--- src/verilog/ers_consts.vh ---
`ifndef ERS_CONSTS_VH
`define ERS_CONSTS_VH
`define ERS_STATUS_BASE      12'h010
`define ERS_RECORD_STRIDE    12'h040
`define ERS_FEATURE_OFFSET   12'h800
`define ERS_CONTROL_OFFSET   12'h808
`define ERS_INJ_CTL_OFFSET   12'h810
`define ERS_ADDR_W           12
`define ERS_NUM_RECORDS      2
`define ERS_BIT_AV           31
`define ERS_BIT_V            30
`define ERS_BIT_UE           29
`define ERS_BIT_ER           28
`define ERS_BIT_OF           27
`define ERS_BIT_DE           23
`define ERS_GEN_LATENT       4
`define ERS_GEN_SIGNALED     3
`define ERS_GEN_UNRECOV      2
`define ERS_GEN_UNCONTAIN    1
`define ERS_GEN_OVERFLOW     0
`define ERS_GEN_MASK         64'h0000_0000_0000_001F
`define ERS_STATUS_RW_MASK   64'h0000_0000_F880_0000
`endif

--- src/verilog/ers_feature.v ---
`timescale 1ns/1ps
`default_nettype none
`include "ers_consts.vh"
// Injection capability bits; error-type bits 4:1 gated by node support when the extended flag is set
module ers_feature (
  input  wire [4:0]  gen_impl,
  input  wire        extended_feature_flag,
  input  wire [4:0]  node_support,
  output wire [63:0] injection_feature_reg
);
  wire [4:0] support;
  // Without extended flag, only implementation gates the bit
  assign support = extended_feature_flag ? node_support : 5'h1F;
  // Overflow control has no error-type gating
  assign injection_feature_reg = {59'h0, gen_impl[4:1] & support[4:1],
                                  gen_impl[0]};
endmodule
`default_nettype wire

--- src/verilog/ers_record.v ---
`timescale 1ns/1ps
`default_nettype none
`include "ers_consts.vh"
// One status record: V, AV, UE, ER, OF, DE
module ers_record (
  input  wire        ref_clk,
  input  wire        reset,
  input  wire        rec_event,
  input  wire        ev_addr,
  input  wire        ev_uncorr,
  input  wire        ev_deferred,
  input  wire        ev_abort,
  input  wire        inj_active,
  input  wire        inj_of_ovr,
  input  wire        inj_of_val,
  input  wire        clr_wr,
  input  wire [63:0] clr_data,
  output wire [63:0] status
);
  reg av;
  reg v;
  reg ue;
  reg er;
  reg of_bit;
  reg de;
  wire of_hw;
  wire c_av;
  wire c_v;
  wire c_ue;
  wire c_er;
  wire c_of;
  wire c_de;
  assign c_av = clr_wr & clr_data[`ERS_BIT_AV];
  assign c_v  = clr_wr & clr_data[`ERS_BIT_V];
  assign c_ue = clr_wr & clr_data[`ERS_BIT_UE];
  assign c_er = clr_wr & clr_data[`ERS_BIT_ER];
  assign c_of = clr_wr & clr_data[`ERS_BIT_OF];
  assign c_de = clr_wr & clr_data[`ERS_BIT_DE];
  // Overflow when a non-corrected error lands on a valid record
  assign of_hw = v & (ev_uncorr | ev_deferred);
  // Cold reset only; error recovery reset never reaches here
  always @(posedge ref_clk or posedge reset) begin
    if (reset) begin
      av     <= 1'b0;
      v      <= 1'b0;
      ue     <= 1'b0;
      er     <= 1'b0;
      of_bit <= 1'b0;
      de     <= 1'b0;
    end else begin
      // Hardware set wins over a same-cycle clear
      av <= (rec_event & ev_addr) | (av & ~c_av);
      v  <= rec_event | (v & ~c_v);
      ue <= (rec_event & ev_uncorr) | (ue & ~c_ue);
      de <= (rec_event & ev_deferred) | (de & ~c_de);
      er <= (rec_event & ev_abort & (ev_uncorr | ev_deferred))
            | (er & ~c_er);
      if (rec_event & inj_active & inj_of_ovr) begin
        of_bit <= inj_of_val;
      end else begin
        of_bit <= (rec_event & of_hw) | (of_bit & ~c_of);
      end
    end
  end
  // UE, ER, OF and DE read as zero while invalid; AV reads as stored
  assign status = {32'h0, av, v, ue & v, er & v & (ue | de), of_bit & v,
                   3'h0, de & v, 23'h0};
endmodule
`default_nettype wire

--- src/verilog/ers_bank.v ---
// Behaviour
// - Latent/restartable capability reads 1 only when injectable; else control bit reads zero.
// - Latent/restartable capability sits at feature register bit four.
// - Capability bit three reports signaled/recoverable injection; gates its control bit.
// - Capability bit two reports unrecoverable injection; gates its control bit.
// - Capability bit one reports uncontainable injection; gates its control bit.
// - With extended feature flag set, unsupported error types read zero capability.
// - Capability bit zero lets injected errors load overflow from control bit.
// - Status is 64-bit read/write at base plus 64 bytes per record.
// - Selected system view reads record chosen by select; 32-bit view low half.
// - Unimplemented record status reads zero.
// - Feature info comes from first record of the owning node.
// - Writing zero to implementation fields quiesces record and drops interrupt; here zero to 0x808 bit 0 only drops the interrupt, records still log.
// - Interrupting syndrome fields are off at cold reset until enabled.
// - Status bits 63:32 and 18:16 read zero, writes ignored.
// - Address valid is write-one-clear, zero on cold reset.
// - Record valid sets on any recorded error; write-one-clear; zero on reset.
// - Uncorrected sets for non-corrected non-deferred errors; reads zero when invalid.
// - Error-reported sets when an in-band abort went to the requester.
// - Abort on deferred errors is allowed here; reset to zero.
// - Error-reported reads zero if invalid or both deferred and uncorrected clear.
`timescale 1ns/1ps
`default_nettype none
`include "ers_consts.vh"
module ers_bank (
  input  wire                      ref_clk,
  input  wire                      reset,
  input  wire                      reg_wr,
  input  wire                      reg_rd,
  input  wire [`ERS_ADDR_W-1:0]    reg_addr,
  input  wire [63:0]               reg_wdata,
  output reg  [63:0]               reg_rdata,
  input  wire [0:0]                record_index_select,
  input  wire                      sys_wr,
  input  wire [63:0]               sys_wdata,
  output reg  [31:0]               selected_status_32,
  output reg  [63:0]               selected_status_64,
  input  wire [`ERS_NUM_RECORDS-1:0] err_event,
  input  wire                      err_addr,
  input  wire                      err_uncorr,
  input  wire                      err_deferred,
  input  wire                      write_abort_enable,
  input  wire                      read_abort_enable,
  input  wire                      err_is_write,
  input  wire                      extended_feature_flag,
  input  wire [4:0]                node_support,
  input  wire [4:0]                gen_impl,
  input  wire                      inj_active,
  output reg  [63:0]               injection_control_reg,
  output wire                      fault_irq
);
  // ****************************************
  // Decode
  // ****************************************
  function is_status;
    input [`ERS_ADDR_W-1:0] a;
    input integer           idx;
    begin
      is_status = (a == (`ERS_STATUS_BASE + idx[11:0] * `ERS_RECORD_STRIDE));
    end
  endfunction

  wire [63:0] status [0:`ERS_NUM_RECORDS-1];
  wire [63:0] injection_feature_reg;
  wire        abort;
  reg         irq_enable;

  // Abort goes back only when the matching enable is set
  assign abort = err_is_write ? write_abort_enable : read_abort_enable;

  // Both records share one node, so record 0 supplies the features
  ers_feature u_feat (
    .gen_impl              (gen_impl),
    .extended_feature_flag (extended_feature_flag),
    .node_support          (node_support),
    .injection_feature_reg (injection_feature_reg)
  );

  // ****************************************
  // Records
  // ****************************************
  genvar g;
  generate
    for (g = 0; g < `ERS_NUM_RECORDS; g = g + 1) begin : g_rec
      wire        reg_hit;
      wire        sys_hit;
      wire        clr;
      wire [63:0] clr_bits;
      assign reg_hit  = reg_wr & is_status(reg_addr, g);
      assign sys_hit  = sys_wr & (record_index_select == g);
      assign clr      = reg_hit | sys_hit;
      // Both sources merge so a same-cycle bus and system clear both land
      assign clr_bits = ({64{reg_hit}} & reg_wdata) | ({64{sys_hit}} & sys_wdata);
      ers_record u_rec (
        .ref_clk     (ref_clk),
        .reset       (reset),
        .rec_event   (err_event[g]),
        .ev_addr     (err_addr),
        .ev_uncorr   (err_uncorr),
        .ev_deferred (err_deferred),
        .ev_abort    (abort),
        .inj_active  (inj_active),
        .inj_of_ovr  (injection_feature_reg[`ERS_GEN_OVERFLOW]),
        .inj_of_val  (injection_control_reg[`ERS_GEN_OVERFLOW]),
        .clr_wr      (clr),
        .clr_data    (clr_bits),
        .status      (status[g])
      );
    end
  endgenerate

  // ****************************************
  // Control registers
  // ****************************************
  // Interrupts stay off from cold reset until software enables them
  always @(posedge ref_clk or posedge reset) begin
    if (reset) begin
      injection_control_reg <= 64'h0000_0000_0000_0000;
      irq_enable            <= 1'b0;
    end else if (reg_wr) begin
      if (reg_addr == `ERS_INJ_CTL_OFFSET) begin
        // Unsupported control bits stay zero
        injection_control_reg <= reg_wdata & injection_feature_reg;
      end
      if (reg_addr == `ERS_CONTROL_OFFSET) begin
        irq_enable <= reg_wdata[0];
      end
    end
  end

  // Valid in either record with enable drives the request; clearing valid in both records drops it
  assign fault_irq = irq_enable & (status[0][`ERS_BIT_V] | status[1][`ERS_BIT_V]);

  // ****************************************
  // Read path
  // ****************************************
  integer i;
  always @(posedge ref_clk or posedge reset) begin
    if (reset) begin
      reg_rdata          <= 64'h0000_0000_0000_0000;
      selected_status_32 <= 32'h0000_0000;
      selected_status_64 <= 64'h0000_0000_0000_0000;
    end else begin
      selected_status_64 <= status[record_index_select];
      selected_status_32 <= status[record_index_select][31:0];
      if (reg_rd) begin
        // Unmapped and unimplemented records read zero
        reg_rdata <= 64'h0000_0000_0000_0000;
        for (i = 0; i < `ERS_NUM_RECORDS; i = i + 1) begin
          if (is_status(reg_addr, i)) begin
            reg_rdata <= status[i];
          end
        end
        if (reg_addr == `ERS_FEATURE_OFFSET) begin
          reg_rdata <= injection_feature_reg;
        end
        if (reg_addr == `ERS_INJ_CTL_OFFSET) begin
          reg_rdata <= injection_control_reg;
        end
        if (reg_addr == `ERS_CONTROL_OFFSET) begin
          reg_rdata <= {63'h0, irq_enable};
        end
      end
    end
  end
endmodule
`default_nettype wire

--- config.mk ---
export PLATFORM = sky130hd
export DESIGN_NAME = ers_bank
export DESIGN_NICKNAME = d
export VERILOG_FILES = /design/src/verilog/ers_feature.v /design/src/verilog/ers_record.v /design/src/verilog/ers_bank.v
export VERILOG_INCLUDE_DIRS = /design/src /design/src/verilog
export SDC_FILE = /design/constraint.sdc
export NUM_CORES = 1
export LEC_CHECK = 0
export BUFFER_PORTS_ARGS = -buffer_cell sky130_fd_sc_hd__buf_2
export CORE_AREA = 2 2 153 155
export DETAILED_ROUTE_END_ITERATION = 8
export DIE_AREA = 0 0 155 157
export PLACE_DENSITY = 0.43
export SLEW_MARGIN = 20
export SYNTH_ARGS = -nofsm -noshare
export SYNTH_HDL_FRONTEND = slang
export SYNTH_SLANG_ARGS = --single-unit
--- constraint.sdc ---
create_clock -name ref_clk -period 0.9 [get_ports ref_clk]
set_input_delay 0.135 -clock ref_clk [delete_from_list [all_inputs] [get_ports ref_clk]]
set_output_delay 0.135 -clock ref_clk [all_outputs]
set_load 0.02 [all_outputs]
==> impl_metrics.csv <==
group,metric,value,unit
outcome,status,"complete, but fails checks",
outcome,violations,"negative setup slack",
yosys,synth_edf_count,0,
floorplan,start_util,0.152,
flow_run,cap_violations,0,
sta,min_period_over_period,1.31,
clocking,cts_buffers,5,
final_layout,layout_commonest_cell,"conb_1",
global_route,grt_use_total,0.0675,
power,ir_drop,0.622,mV
power,report.power.total,5300,uW
sta,hold_viol_final,0,
clocking,clk_pin_slew_worst_paths,60,ps
yosys,synth_area_leaders,"buf_4 45%, dfrtp_1 26%, nand2_1 5.5%",
sta,setup_violations,62,
power,pwr-share-comb,0.338,
place,io_buffers,82,
yosys,syn_area_per_cell,8.42,um2
detailed_routing,routed_via_density,3.03,
detailed_routing,vias,2491,
final_layout,finalNetCount,701,
clocking,clock_latency,280,ps
power,p_clk_frac,0.327,
place,dp_hpwl,7470,um
worst_hold_path,hold_class,"primary input to flip-flop",
place,gp_congestion,0.741,
detailed_routing,route.detailed.drc,0,
yosys,yosysTopAreaCell,"buf_4",
place,dp_cells,796,
critical_path,end_kind,"output pin",
sta,fin_crit,1180,ps
detailed_routing,ant_nets,0,
floorplan,dieHeight,157,um
floorplan,die_w,155,um
yosys,async_flop_share,1.00,
final_layout,mostFrequentLayoutCells,"196 x conb_1, 49 x nand2_1, 45 x buf_2, 44 x buf_6, 44 x buf_4",
yosys,ys_types,39,
detailed_routing,routed_wl,8990,um
critical_path,r2r_slack,-190,ps
power,sequentialPowerShare,0.335,
floorplan,io_pins,391,
clocking,root_buffer,"clkbuf_16",
clocking,clk_path_buf_depth,2,
final_layout,drive_gt1_frac,0.317,
clocking,htreeDepth,2,
global_route,first_global_vias,2119,
detailed_routing,drtIter0Drc,54,
sta,layout_setup_ws,-281,ps
yosys,ys_seq_area_frac,0.257,
clocking,cts_tree,"built",
yosys,ys.flop_type,"dfrtp_1",
floorplan,die_area,24300,um2
yosys,syn_inst,405,
sta,rsz0062_at_grt,"true",
yosys,yosysTopAreaCellShare,0.447,
sta,fmax,847,MHz
power,power_density,1230,nW/um2
yosys,synth.cell_area,3410,um2
power,netSwitchingPower,2060,uW
global_route,antenna_found_initial,2,
yosys,synth.ff_latch_count,35,
clocking,numClockSinks,35,
critical_path,critPathKind,"flip-flop to output pin",
power,internal_power,3240,uW
yosys,yosys_warnings,0,
sta,finClkSkew,3.26,ps
final_layout,final_cells,821,
power,p_leak,0.00222,uW
global_route,grt_pass1_wl,12300,um
final_layout,diodes,0,
critical_path,crit_path_start_kind,"flip-flop",
detailed_routing,routedWlPerCell,10.9,um
critical_path,cp.required,760,ps
sta,slew_violations,0,
critical_path,arrival,1050,ps
global_route,grt_max_degree,36,
power,swShare,0.388,
floorplan,num_rows,55,
critical_path,critPathMaxFanout,2,
final_layout,largest_reg_flops,11,
floorplan,core,22500,um2
detailed_routing,drt_pre_antenna_iters,5,
final_layout,syn_to_final_growth,26.6,%
global_route,overflow,0,
## routing by layer
| metal | track usage | vias to the layer above | routed length [um] |
|---|---|---|---|
| met1 | 0.0848 | 1138 | 3750 |
| met4 | 0.0225 | 4 | 117 |
| met5 | 0 | - | 26 |
| met3 | 0.0121 | 12 | 633 |
| li1 | - | 1196 | - |
| met2 | 0.117 | 141 | 4460 |
## critical path, stage by stage, from the launching register on
cell and delay, ps:
dfrtp_2 420, o21a_4 220, buf_6 130
## cells by family (layout without fill, tap and decap cells)
| logic type | after synthesis | count (layout) | share of synthesized area |
|---|---|---|---|
| and+or+nand+nor | 83 | 84 | 0.141 |
| other | 1 | 196 | 0.00110 |
| buffers and inverters | 227 | 162 | 0.473 |
| AOI/OAI and AO/OA | 53 | 53 | 0.108 |
| muxes | 6 | 6 | 0.0198 |
| DFF | 35 | 35 | 0.257 |
## power groups by stage
stage          Combinational, uW  Clock [uW]  Sequential [uW]
3_3_place_gp                1610           0             1790
2_1_floorplan               1800           0             1810
6_report                    1790        1730             1780
5_1_grt                     1940        1850             1790
4_1_cts                     1770        1790             1780
3_5_place_dp                1610           0             1800
## Yosys cell counts (3+ instances only)
library cell,count
buf_4,203
nand2_1,50
dfrtp_1,35
inv_1,17
o211ai_1,11
o22ai_1,10
nor2_1,9
clkbuf_1,6
o21ai_0,6
o21ai_1,5
a21boi_0,4
a22oi_1,4
a31oi_1,3
mux2i_1,3
nand3_1,3
nand4_2,3
nor4b_4,3
## stage by stage
| step | setup TNS (ps) | util | area (um2) | hold slack [ps] | setup WS, ps |
|---|---|---|---|---|---|
| after floorplan | -4920 | - | 4190 | 82.1 | -259 |
| final | -4780 | 0.192 | 4320 | 80.2 | -281 |
| after CTS | -5390 | 0.189 | 4260 | 66.7 | -290 |
| after global placement | -12130 | 0.165 | 3700 | 209 | -511 |
| after global routing | -7710 | 0.192 | 4320 | 87.3 | -306 |
| after detailed placement | -12410 | 0.165 | 3700 | 205 | -517 |
## timing repair
item	CTS	global route
hold endpoints to repair	35	0
setup buffers	11	4
resized for setup	89	7
cloned	1	0
endpoints found under the setup margin	62	63
hold buffers	1	0
pin swaps	20	7
## path summary, 6_finish.rpt
check                                              end  cells after the start                        from
max                                          fault_irq                      2  g_rec[1].u_rec.v$_DFF_PP0_
min reg2reg                   reg_rdata[2]$_DFFE_PP0P_                      2    reg_rdata[2]$_DFFE_PP0P_
min in group asynchronous    reg_rdata[30]$_DFFE_PP0P_                      4                       reset
min                        g_rec[0].u_rec.av$_DFF_PP0_                      3                    err_addr
max reg2reg                  reg_rdata[27]$_DFFE_PP0P_                      5  g_rec[0].u_rec.v$_DFF_PP0_
max in group asynchronous   g_rec[0].u_rec.v$_DFF_PP0_                      4                       reset
## layout make-up
class / instances / area (um2)
fill: 2540 / 18200
sequential: 35 / 878
clock buffer: 5 / 125
multi-input combinational: 339 / 1760
tap: 285 / 357
timing repair buffer: 137 / 1110
clock inverter: 3 / 20.0
inverter: 17 / 67.6
Power figures use the tool's default switching activity.
